$ cat src/rtl/gdcr_pkg.sv
package gdcr_pkg;
	// ------------------------------------------------------------
	// link command and response identifiers
	// ------------------------------------------------------------
	localparam logic [7:0] CMD_GET_CFG_ZERO = 8'h02;
	localparam logic [7:0] CMD_READ_CONFIG_TWO = 8'h08;
	localparam logic [7:0] CMD_SET_CFG_ZERO = 8'h82;
	localparam logic [7:0] CMD_SET_CFG_TWO = 8'h87;
	localparam logic [7:0] RSP_CFG_ZERO_ID = 8'h02;
	localparam logic [7:0] RSP_CFG_TWO_ID = 8'h08;
	localparam logic [7:0] RSP_SET_CFG_TWO_ID = 8'h07;
	localparam logic [7:0] RSP_ACK_BIT = 8'h40;
	// ------------------------------------------------------------
	// configuration register 0 fields
	// ------------------------------------------------------------
	localparam int DCZ_SLEEP_POS = 5;
	localparam int DCZ_UVLO_POS = 3;
	localparam int DCZ_SHORT_POS = 2;
	localparam int DCZ_OC_LSB = 0;
	localparam logic [7:0] DCZ_WRITE_MASK = 8'h2f;
	localparam logic [7:0] DCZ_RESET = 8'h00;
	localparam logic [1:0] OC_LIMIT_RESET = 2'h0;
	// ------------------------------------------------------------
	// configuration register 2 fields
	// ------------------------------------------------------------
	localparam int CFG2_DT_LSB = 2;
	localparam int CFG2_BL_LSB = 0;
	localparam logic [2:0] DEAD_TIME_RESET = 3'h0;
	localparam logic [1:0] BLANK_TIME_RESET = 2'h0;
	// ------------------------------------------------------------
	// timing
	// ------------------------------------------------------------
	localparam int CLK_MHZ = 25;
	localparam int OE_LOW_TIME_US = 1000;
	localparam int OE_LOW_CYCLES = OE_LOW_TIME_US * CLK_MHZ;
	localparam int TIMER_W = 16;
	// ------------------------------------------------------------
	// types
	// ------------------------------------------------------------
	typedef enum logic [1:0] {
		MODE_RUN = 2'b00,
		MODE_STANDBY = 2'b01,
		MODE_SLEEP = 2'b10
	} gdcr_mode_t;
	typedef enum logic [1:0] {
		LINK_IDLE = 2'b00,
		LINK_WAIT_DATA = 2'b01,
		LINK_SEND_TWO = 2'b10
	} gdcr_link_t;
endpackage : gdcr_pkg

$ cat src/rtl/gdcr_oe_timer.sv
`timescale 1ns/1ps
module gdcr_oe_timer
	import gdcr_pkg::*;
#(
	parameter logic [TIMER_W-1:0] LIMIT = TIMER_W'(OE_LOW_CYCLES)
) (
	// clock and reset
	input wire logic clk,
	input wire logic rst,
	// level in, expiry out
	input wire logic oe_low,
	output logic expired
);
	logic [TIMER_W-1:0] count;
	logic [TIMER_W-1:0] next_count;
	logic next_expired;

	// saturating count so a long low never wraps back
	always_comb begin
		next_count = count;
		next_expired = expired;
		if (!oe_low) begin
			next_count = '0;
			next_expired = 1'b0;
		end else if (count != LIMIT) begin
			next_count = count + 1'b1;
		end else begin
			next_expired = 1'b1;
		end
	end

	always_ff @(posedge clk or posedge rst) begin
		if (rst) begin
			count <= '0;
			expired <= 1'b0;
		end else begin
			count <= next_count;
			expired <= next_expired;
		end
	end
endmodule : gdcr_oe_timer

$ cat src/rtl/gdcr_top.sv
// Summary of operation
// config-two reply first byte 08h nack, 48h ack
// reply byte two bits 4:2 dead time
// reply bits 1:0 blanking time, 7:5 reserved
// sleep bit changes only while in standby
// enable low: sleep if bit set, else standby
// bit 3 disables mosfet undervoltage lockout
// bit 2 disables mosfet short detection
// bits 1:0 code 11 1.0V, 10 0.75V
// code 01 0.5V, 00 0.25V default
// mode entered after enable low over 1 ms
// unimplemented and reserved bits are zero
`timescale 1ns/1ps
module gdcr_top
	import gdcr_pkg::*;
#(
	parameter logic [TIMER_W-1:0] OE_LOW_LIMIT = TIMER_W'(OE_LOW_CYCLES)
) (
	// clock and reset
	input wire logic clk,
	input wire logic rst,
	// driver message link, received bytes
	input wire logic rx_valid,
	input wire logic [7:0] rx_byte,
	// driver message link, response bytes
	output logic tx_valid,
	output logic [7:0] tx_byte,
	// output enable pin
	input wire logic output_enable,
	// power mode
	output logic sleep_mode,
	output logic standby_mode,
	// configuration towards the driver stage
	output logic ext_fet_uvlo_disable,
	output logic ext_fet_short_detect_disable,
	output logic [1:0] ext_fet_overcurrent_limit_sel,
	output logic [2:0] dead_time_sel,
	output logic [1:0] blanking_time_sel
);
	// ------------------------------------------------------------
	// power mode
	// ------------------------------------------------------------
	logic oe_expired;
	logic sleep_sel;
	gdcr_mode_t mode;
	gdcr_mode_t next_mode;
	logic next_sleep_mode;
	logic next_standby_mode;

	gdcr_oe_timer #(
		.LIMIT(OE_LOW_LIMIT)
	) u_oe_timer (
		.clk(clk),
		.rst(rst),
		.oe_low(!output_enable),
		.expired(oe_expired)
	);

	always_comb begin
		next_mode = mode;
		// mode is latched: a sleep bit written in standby waits for the next low period
		if (output_enable) begin
			next_mode = MODE_RUN;
		end else if (oe_expired && mode == MODE_RUN) begin
			next_mode = sleep_sel ? MODE_SLEEP : MODE_STANDBY;
		end
		next_sleep_mode = (next_mode == MODE_SLEEP);
		next_standby_mode = (next_mode == MODE_STANDBY);
	end

	always_ff @(posedge clk or posedge rst) begin
		if (rst) begin
			mode <= MODE_RUN;
			sleep_mode <= 1'b0;
			standby_mode <= 1'b0;
		end else begin
			mode <= next_mode;
			sleep_mode <= next_sleep_mode;
			standby_mode <= next_standby_mode;
		end
	end

	// ------------------------------------------------------------
	// configuration registers
	// ------------------------------------------------------------
	logic [7:0] cfg_zero;
	logic [7:0] next_cfg_zero;
	logic [2:0] next_dead_time;
	logic [1:0] next_blank_time;
	logic [7:0] cfg_two;
	logic in_standby;
	logic next_uvlo_disable;
	logic next_short_disable;
	logic [1:0] next_oc_sel;

	assign sleep_sel = cfg_zero[DCZ_SLEEP_POS];
	assign in_standby = (mode == MODE_STANDBY);
	assign cfg_two = {3'h0, dead_time_sel, blanking_time_sel};

	// ------------------------------------------------------------
	// link sequencer
	// ------------------------------------------------------------
	gdcr_link_t link;
	gdcr_link_t next_link;
	logic [7:0] pend_cmd;
	logic [7:0] next_pend_cmd;
	logic [7:0] hold_byte;
	logic [7:0] next_hold_byte;
	logic next_tx_valid;
	logic [7:0] next_tx_byte;
	logic [7:0] wr_value;
	logic sleep_change;
	logic blank_change;

	always_comb begin
		next_link = link;
		next_pend_cmd = pend_cmd;
		next_hold_byte = hold_byte;
		next_tx_valid = 1'b0;
		next_tx_byte = tx_byte;
		next_cfg_zero = cfg_zero;
		next_dead_time = dead_time_sel;
		next_blank_time = blanking_time_sel;
		wr_value = rx_byte & DCZ_WRITE_MASK;
		sleep_change = wr_value[DCZ_SLEEP_POS] != sleep_sel;
		blank_change = rx_byte[CFG2_BL_LSB +: 2] != blanking_time_sel;
		case (link)
			LINK_IDLE: begin
				if (rx_valid) begin
					case (rx_byte)
						CMD_READ_CONFIG_TWO: begin
							next_tx_valid = 1'b1;
							next_tx_byte = RSP_CFG_TWO_ID | RSP_ACK_BIT;
							next_hold_byte = cfg_two;
							next_link = LINK_SEND_TWO;
						end
						CMD_GET_CFG_ZERO: begin
							next_tx_valid = 1'b1;
							next_tx_byte = RSP_CFG_ZERO_ID | RSP_ACK_BIT;
							next_hold_byte = cfg_zero;
							next_link = LINK_SEND_TWO;
						end
						CMD_SET_CFG_ZERO, CMD_SET_CFG_TWO: begin
							next_pend_cmd = rx_byte;
							next_link = LINK_WAIT_DATA;
						end
						// unknown identifiers are dropped silently
						default: begin
							next_link = LINK_IDLE;
						end
					endcase
				end
			end
			LINK_WAIT_DATA: begin
				if (rx_valid) begin
					next_tx_valid = 1'b1;
					next_link = LINK_SEND_TWO;
					if (pend_cmd == CMD_SET_CFG_ZERO) begin
						// refuse the whole write rather than apply it in part
						if (sleep_change && !in_standby) begin
							next_tx_byte = RSP_CFG_ZERO_ID;
							next_hold_byte = cfg_zero;
						end else begin
							next_cfg_zero = wr_value;
							next_tx_byte = RSP_CFG_ZERO_ID | RSP_ACK_BIT;
							next_hold_byte = wr_value;
						end
					end else begin
						if (blank_change && !in_standby) begin
							next_tx_byte = RSP_SET_CFG_TWO_ID;
							next_hold_byte = cfg_two;
						end else begin
							next_dead_time = rx_byte[CFG2_DT_LSB +: 3];
							next_blank_time = rx_byte[CFG2_BL_LSB +: 2];
							next_tx_byte = RSP_SET_CFG_TWO_ID | RSP_ACK_BIT;
							next_hold_byte = {3'h0, rx_byte[4:0]};
						end
					end
				end
			end
			LINK_SEND_TWO: begin
				// bytes arriving while the first reply byte is on tx_byte are ignored
				next_tx_valid = 1'b1;
				next_tx_byte = hold_byte;
				next_link = LINK_IDLE;
			end
			default: begin
				next_link = LINK_IDLE;
			end
		endcase
		// outputs follow the stored image of register zero
		next_uvlo_disable = next_cfg_zero[DCZ_UVLO_POS];
		next_short_disable = next_cfg_zero[DCZ_SHORT_POS];
		next_oc_sel = next_cfg_zero[DCZ_OC_LSB +: 2];
	end

	always_ff @(posedge clk or posedge rst) begin
		if (rst) begin
			link <= LINK_IDLE;
			pend_cmd <= 8'h00;
			hold_byte <= 8'h00;
			tx_valid <= 1'b0;
			tx_byte <= 8'h00;
			cfg_zero <= DCZ_RESET;
			dead_time_sel <= DEAD_TIME_RESET;
			blanking_time_sel <= BLANK_TIME_RESET;
			ext_fet_uvlo_disable <= 1'b0;
			ext_fet_short_detect_disable <= 1'b0;
			ext_fet_overcurrent_limit_sel <= OC_LIMIT_RESET;
		end else begin
			link <= next_link;
			pend_cmd <= next_pend_cmd;
			hold_byte <= next_hold_byte;
			tx_valid <= next_tx_valid;
			tx_byte <= next_tx_byte;
			cfg_zero <= next_cfg_zero;
			dead_time_sel <= next_dead_time;
			blanking_time_sel <= next_blank_time;
			ext_fet_uvlo_disable <= next_uvlo_disable;
			ext_fet_short_detect_disable <= next_short_disable;
			ext_fet_overcurrent_limit_sel <= next_oc_sel;
		end
	end
endmodule : gdcr_top

$ cat config.mk
export PLATFORM = sky130hd
export DESIGN_NAME = gdcr_top
export DESIGN_NICKNAME = d
export VERILOG_FILES = /design/src/rtl/gdcr_pkg.sv /design/src/rtl/gdcr_oe_timer.sv /design/src/rtl/gdcr_top.sv
export SDC_FILE = /design/constraint.sdc
export NUM_CORES = 1
export LEC_CHECK = 0
export BUFFER_PORTS_ARGS = -buffer_cell sky130_fd_sc_hd__buf_2
export CORE_UTILIZATION = 53
export DETAILED_ROUTE_END_ITERATION = 8
export PLACE_DENSITY = 0.87
export SYNTH_ARGS = -nofsm -noshare
export SYNTH_HDL_FRONTEND = slang
export SYNTH_SLANG_ARGS = --single-unit
$ cat constraint.sdc
create_clock -name clk -period 1.7 [get_ports clk]
set_input_delay 0.255 -clock clk [delete_from_list [all_inputs] [get_ports clk]]
set_output_delay 0.255 -clock clk [all_outputs]
set_load 0.02 [all_outputs]
# Word level (Yosys, flattened, before mapping)
# Index checks and enable logic that the tools add are counted.
dict set report totals {
  out_inout_bits 20
  in_bits 12
  word_cells 86
  reg_bits 65
}
dict set report classes {
  bitwise 2
  mux 32
  addsub 1
  n_eq_ne 17
  n_reduce_logical 17
}
# cell n
set op_table {}
lappend op_table {{two-way mux 8 bit} 7}
lappend op_table {{one-hot mux 8 bit (2 select lines)} 3}
lappend op_table {{two-way mux 16 bit} 2}
lappend op_table {{== test 8 bit (second input constant)} 3}
lappend op_table {{one-hot mux 8 bit (3 select lines)} 1}
lappend op_table {{adder 16 x 1 -> 16 bit (second input constant)} 1}
lappend op_table {{!= test 16 x 15 -> 1 bit (second input constant)} 1}
lappend op_table {{two-way mux 7 bit} 2}
lappend op_table {{two-way mux 4 bit} 3}
lappend op_table {{AND reduction 4 bit} 3}
lappend op_table {{two-way mux 2 bit} 5}
lappend op_table {{== test 8 x 2 -> 1 bit (second input constant)} 1}
lappend op_table {{== test 8 x 4 -> 1 bit (second input constant)} 1}
lappend op_table {{one-hot mux 2 bit (2 select lines)} 2}
lappend op_table {{== test 2 x 1 -> 1 bit (second input constant)} 3}
lappend op_table {{!= test 2 bit (second input constant)} 3}
lappend op_table {{AND reduction 3 bit} 2}
lappend op_table {{two-way mux 1 bit} 5}
lappend op_table {{two-way mux 5 bit} 1}
lappend op_table {{== test 2 bit (second input constant)} 2}
lappend op_table {{zero test 2 bit} 2}
lappend op_table {{nonzero test 2 bit} 2}
lappend op_table {{OR reduction 2 bit} 2}
lappend op_table {{logical AND 1 bit} 3}
lappend op_table {{8 further kinds} 9}

# Longest topological paths before layout
dict set report depth {
  depth_word 7
  depth_mapped 7
  mapped_depth_nobuf 7
}

# Cells and area by module
# Synthesis repeated with hierarchy kept, for this count alone.
dict set report hier_totals {
  hier_cells 294
  hier_area_um2 3180.6
}
# module cells_per_inst area_each_um2 seq_area_each_um2 instances
set by_module_without_submodules {}
lappend by_module_without_submodules {gdcr_top 206 2253.4 1101.1 1}
lappend by_module_without_submodules {gdcr_oe_timer 88 927.1 425.4 1}

# Worst setup path after synthesis
# Ideal clock, no wire load.
dict set report synth_path {
  path_kind {flip-flop to flip-flop}
  from {reg pend_cmd[4]}
  to {reg tx_byte[6]}
  setup_ns 0.120
  arrival_time_ns 1.615
  path_buffers 0
  required_time_ns 1.580
  synth_period_minus_slack_ns 1.735
  setup_slack_ns -0.035
  path_stages_with_launch 6
  cell_sequence {dfrtp_1 or4b_4 o41ai_2 o21ba_2 nor2_4 a21oi_2}
}
dict set report synth_via {
  elab_chain_cells 4
}
# item line
set synth_rtl {}
lappend synth_rtl {{from (decl)} gdcr_top.sv:105} ;# logic [7:0] pend_cmd;
lappend synth_rtl {{from (signal assigned)} gdcr_top.sv:212} ;# pend_cmd <= next_pend_cmd;
lappend synth_rtl {{== test 8 bit} gdcr_top.sv:158} ;# if (pend_cmd == CMD_SET_CFG_ZERO) begin
lappend synth_rtl {{two-way mux 8 bit} gdcr_top.sv:158}
lappend synth_rtl {{two-way mux 8 bit} gdcr_top.sv:155} ;# if (rx_valid) begin
lappend synth_rtl {{one-hot mux 8 bit (3 select lines)} gdcr_top.sv:127} ;# case (link)
lappend synth_rtl {{to (signal assigned)} gdcr_top.sv:215} ;# tx_byte <= next_tx_byte;
lappend synth_rtl {{to (decl)} gdcr_top.sv:27} ;# output logic [7:0] tx_byte,
# Every way passes these cells. The select of a mux whose other input is x is not followed.
# A chain may end at the register's enable or synchronous reset.

# Worst setup path in the final report
dict set report layout_path {
  from {reg pend_cmd[4]}
  to {reg hold_byte[1]}
}
dict set report layout_via {
  elab_chain_cells 4
}
# item line
set layout_rtl {}
lappend layout_rtl {{== test 8 bit} gdcr_top.sv:158}
lappend layout_rtl {{two-way mux 8 bit} gdcr_top.sv:158}
lappend layout_rtl {{two-way mux 8 bit} gdcr_top.sv:155}
lappend layout_rtl {{one-hot mux 8 bit (2 select lines)} gdcr_top.sv:127}
lappend layout_rtl {{to (signal assigned)} gdcr_top.sv:213} ;# hold_byte <= next_hold_byte;
lappend layout_rtl {{to (decl)} gdcr_top.sv:107} ;# logic [7:0] hold_byte;
# Every way passes these cells. The select of a mux whose other input is x is not followed.

==> impl_metrics.yaml <==
logic_synthesis:
  synth_cell_types: 46
  synth_compound_gate_area_share_pct: 11.1
  synthTopCellsByArea: "dfrtp_1 51%, mux2_2 4.9%, nor2_1 4.3%"
  synth_top_family_by_area: "simple AND/OR/NAND/NOR gates"
  ys.flop_type: "dfrtp_1"
  synthSimpleGateAreaFrac_pct: 21.1
  synth_top_area_cell: "dfrtp_1"
  synth_fa_ha_area_share_pct: 2.50
  netlist_area_um2: 3000
  synth_edf_count: 0
  syn_area_per_cell_um2: 10.5
  synth_top_cell_area_share_pct: 50.9
  ys_seq_area_share_pct: 50.9
  async_flop_share_pct: 100
  synthCells: 287
  yosysWarnings: 0
  synthesis.nets: 305
  synth_xor_area_share_pct: 5.25
  synth.ff_latch_count: 61
  synthMuxAreaShare_pct: 4.88
floorplan:
  rows: 27
  core_um2: 5470
  die-area_um2: 5970
  die_w_um: 77.2
  num_io_pins: 32
  fp.dieH_um: 77.2
  start_util_pct: 54.8
run_status:
  status: "complete, but fails checks"
  violations: "negative setup slack"
global_routing:
  grt_pass1_wl_mm: 11.3
  antenna_found_initial: 0
  grt_max_degree: 24
  grt_pass1_vias: 2343
  overflow: 0
  groute.usage.overall_pct: 25.6
layout:
  final_util_pct: 69.3
  n_antenna_cell: 0
  final.fill_count: 428
  finalNetCount: 367
  final_layout_size_suffix_gt1_share_pct: 34.2
  stdcell_count: 426
  synthToLayoutAreaGrowth_pct: 26.4
sta:
  finalSetupViolCount: 16
  max_freq_mhz: 538
  hold_violations: 0
  maxSlewViolCount: 0
  finClkSkew_ns: 0.00988
  relSlewSlack_pct: 66.1
  min_period_ns: 1.86
  fin_setup_tns_ns: -1.37
  worst-slew-pin-transition_ns: 0.507
  layout_setup_ws_ns: -0.158
  rsz0062_at_grt: "yes"
  min_period_over_period_pct: 109
cts:
  numClockSinks: 61
  cts_tree: "done"
  cts_made_buffers: 9
  clock_latency_ns: 0.35
  clk_pin_slew_ns: 0.07
  clock-root-buffer: "clkbuf_8"
  htreeDepth: 3
  clk_path_buf_depth: 2
power_and_ir_drop:
  power_density_nw_per_um2: 931
  leakage_uw: 0.00175
  ir_drop_mv: 0.506
routing:
  drtPass1Iterations: 5
  wl_per_cell_um: 16.9
  drc: 0
  ant_nets: 0
  drt_iter0_markers: 144
  finalWirelength_mm: 7.18
  dr_total_vias: 2415
  viasPerCell: 5.67
worst_hold_path:
  hp-class: "input port to flop"
  hold_path_depth: 3
  min-delay-start: "rx_byte[7]"
  whs_endpoint: "link[0]$_DFFE_PP0P_"
critical_path:
  crit_type: "flop to flop"
  cpMaxStageDelayCell: "or4b_4"
  cp-end-kind: "flop"
  startpoint_type: "flop"
  crit_chain: "or4b_4, o21ai_4, o22ai_2, a221oi_2, a21oi_1"
  crit_family: "compound AO/OA/AOI/OAI gates"
  r2r_start: "pend_cmd[4]$_DFFE_PP0P_"
  r2r_cells: 5
  worst_ep_arrival_time_ns: 2.09
  worstPathRequired_ns: 1.93
  r2r-end: "hold_byte[1]$_DFFE_PP0P_"
  critPathBufInv: 0
  crit_fanout: 3
  cpPeakStageDelay_ns: 0.60
  r2r_slack_ns: -0.16
placed_design:
  placedCellCount: 406
  port_buffers: 31
  place_hpwl_mm: 4.72
  place.gp.congestion: 0.957
job:
  maxCapViolations: 0
==> cell usage after synthesis (2+ instances only) <==
master and n:
a31oi_1 7, buf_4 4, nand4_1 8, a22oi_1 2, dfrtp_1 61, and2_1 4
clkbuf_1 4, nor2b_1 2, nand2b_1 4, or3_1 3, a21oi_1 12, a21oi_2 2
inv_1 16, and4_1 2, mux2_2 13, a22o_1 2, nand2_1 25, or4b_4 2
buf_6 2, nand3_1 13, o21ai_0 7, nor3_1 5, a221oi_1 3, xor2_1 12
ha_1 6, o22ai_1 2, and2_2 4, nor2_4 2, xnor2_1 6, nor2_1 34
nor4b_1 3
==> cell families after synthesis <==
logic type / Yosys count
XOR/XNOR: 18
flip-flops: 61
AND/OR/NAND/NOR: 117
multiplexers: 13
AO/OA/AOI/OAI: 46
adder cells (fa/ha/maj): 6
buffers and inverters: 26
==> power by group <==
part | internal [µW] | switching (µW)
clock network | 980 | 616
registers | 1530 | 50.2
logic | 142 | 215
total | 2650 | 882
==> worst min-delay path, delay by kind of cell <==
family                 cells  cell delay [ns]
AND/OR/NAND/NOR            1             0.10
buffers and inverters      1             0.11
AO/OA/AOI/OAI              1             0.08
==> cells in the final DEF, fill, tap and decap left out, types with 4 or more instances in the layout <==
cell	count
xnor2_1	6
xor2_1	12
clkbuf_8	9
o21ai_0	6
ha_1	6
a21oi_1	12
buf_4	26
nor3_1	4
and2_1	4
nand4_1	8
nand2b_1	4
nand2_1	24
nor2_1	34
dfrtp_1	61
inv_1	15
nand3_1	12
a31oi_1	7
buf_2	31
mux2_2	13
==> registers in the layout (all words and copies together) (netlist names) <==
register	flops
blanking_time_sel	2
link	2
dead_time_sel	3
ext_fet_overcurrent_limit_sel	1
u_oe_timer.count	16
tx_valid	1
pend_cmd	8
mode	2
sleep_mode	1
cfg_zero	7
standby_mode	1
tx_byte	8
u_oe_timer.expired	1
hold_byte	8
==> final cells by class <==
type | instances | area, µm² | area share, %
multi-input cells | 200 | 1460 | 38.4
well taps | 72 | 90.1 | 2.38
inverters | 16 | 63.8 | 1.68
clock buffers | 9 | 124 | 3.27
clock inverters | 7 | 121 | 3.20
flip-flops and latches | 61 | 1530 | 40.3
repair buffers | 61 | 412 | 10.9
==> metal layers <==
layer | share of wire, % | GRT usage [%] | wire (µm)
met5 | 0 | 0 | 0
met4 | 3.2 | 10.6 | 233
met3 | 5.3 | 8.57 | 381
met2 | 54 | 45.4 | 3860
met1 | 38 | 27.6 | 2710
==> worst max path at each step <==
stage	cells past startpoint	start	slack (ns)	end
3_3_place_gp	5	pend_cmd[6]$_DFFE_PP0P_	-0.07	tx_byte[6]$_DFFE_PP0P_
2_1_floorplan	5	pend_cmd[6]$_DFFE_PP0P_	-0.03	tx_byte[6]$_DFFE_PP0P_
5_1_grt	5	pend_cmd[4]$_DFFE_PP0P_	-0.21	hold_byte[1]$_DFFE_PP0P_
4_1_cts	5	pend_cmd[2]$_DFFE_PP0P_	-0.09	cfg_zero[5]$_DFFE_PP0P_
6_report	5	pend_cmd[4]$_DFFE_PP0P_	-0.16	hold_byte[1]$_DFFE_PP0P_
3_5_place_dp	6	pend_cmd[4]$_DFFE_PP0P_	-0.15	hold_byte[6]$_DFFE_PP0P_
==> stage by stage <==
step / total power, µW / setup WS, ns / area (µm²) / hold slack (ns)
CTS: 3550 / -0.0897 / 3740 / 0.203
global route: 3670 / -0.214 / 3790 / 0.233
finish: 3530 / -0.158 / 3790 / 0.239
floorplan: 1810 / -0.0329 / 3010 / 0.326
detailed placement: 1930 / -0.149 / 3410 / 0.312
global placement: 1920 / -0.0694 / 3410 / 0.300
==> timing repair <==
action | 4_1_cts | 5_1_grt
endpoints found under the hold margin | 17 | 0
gates cloned | 0 | 0
hold buffers | 1 | 0
setup endpoints to repair | 22 | 29
pin swaps | 13 | 7
resized for setup | 9 | 12
buffers inserted | 2 | 1
No activity file was read; power rests on OpenSTA's default activity.
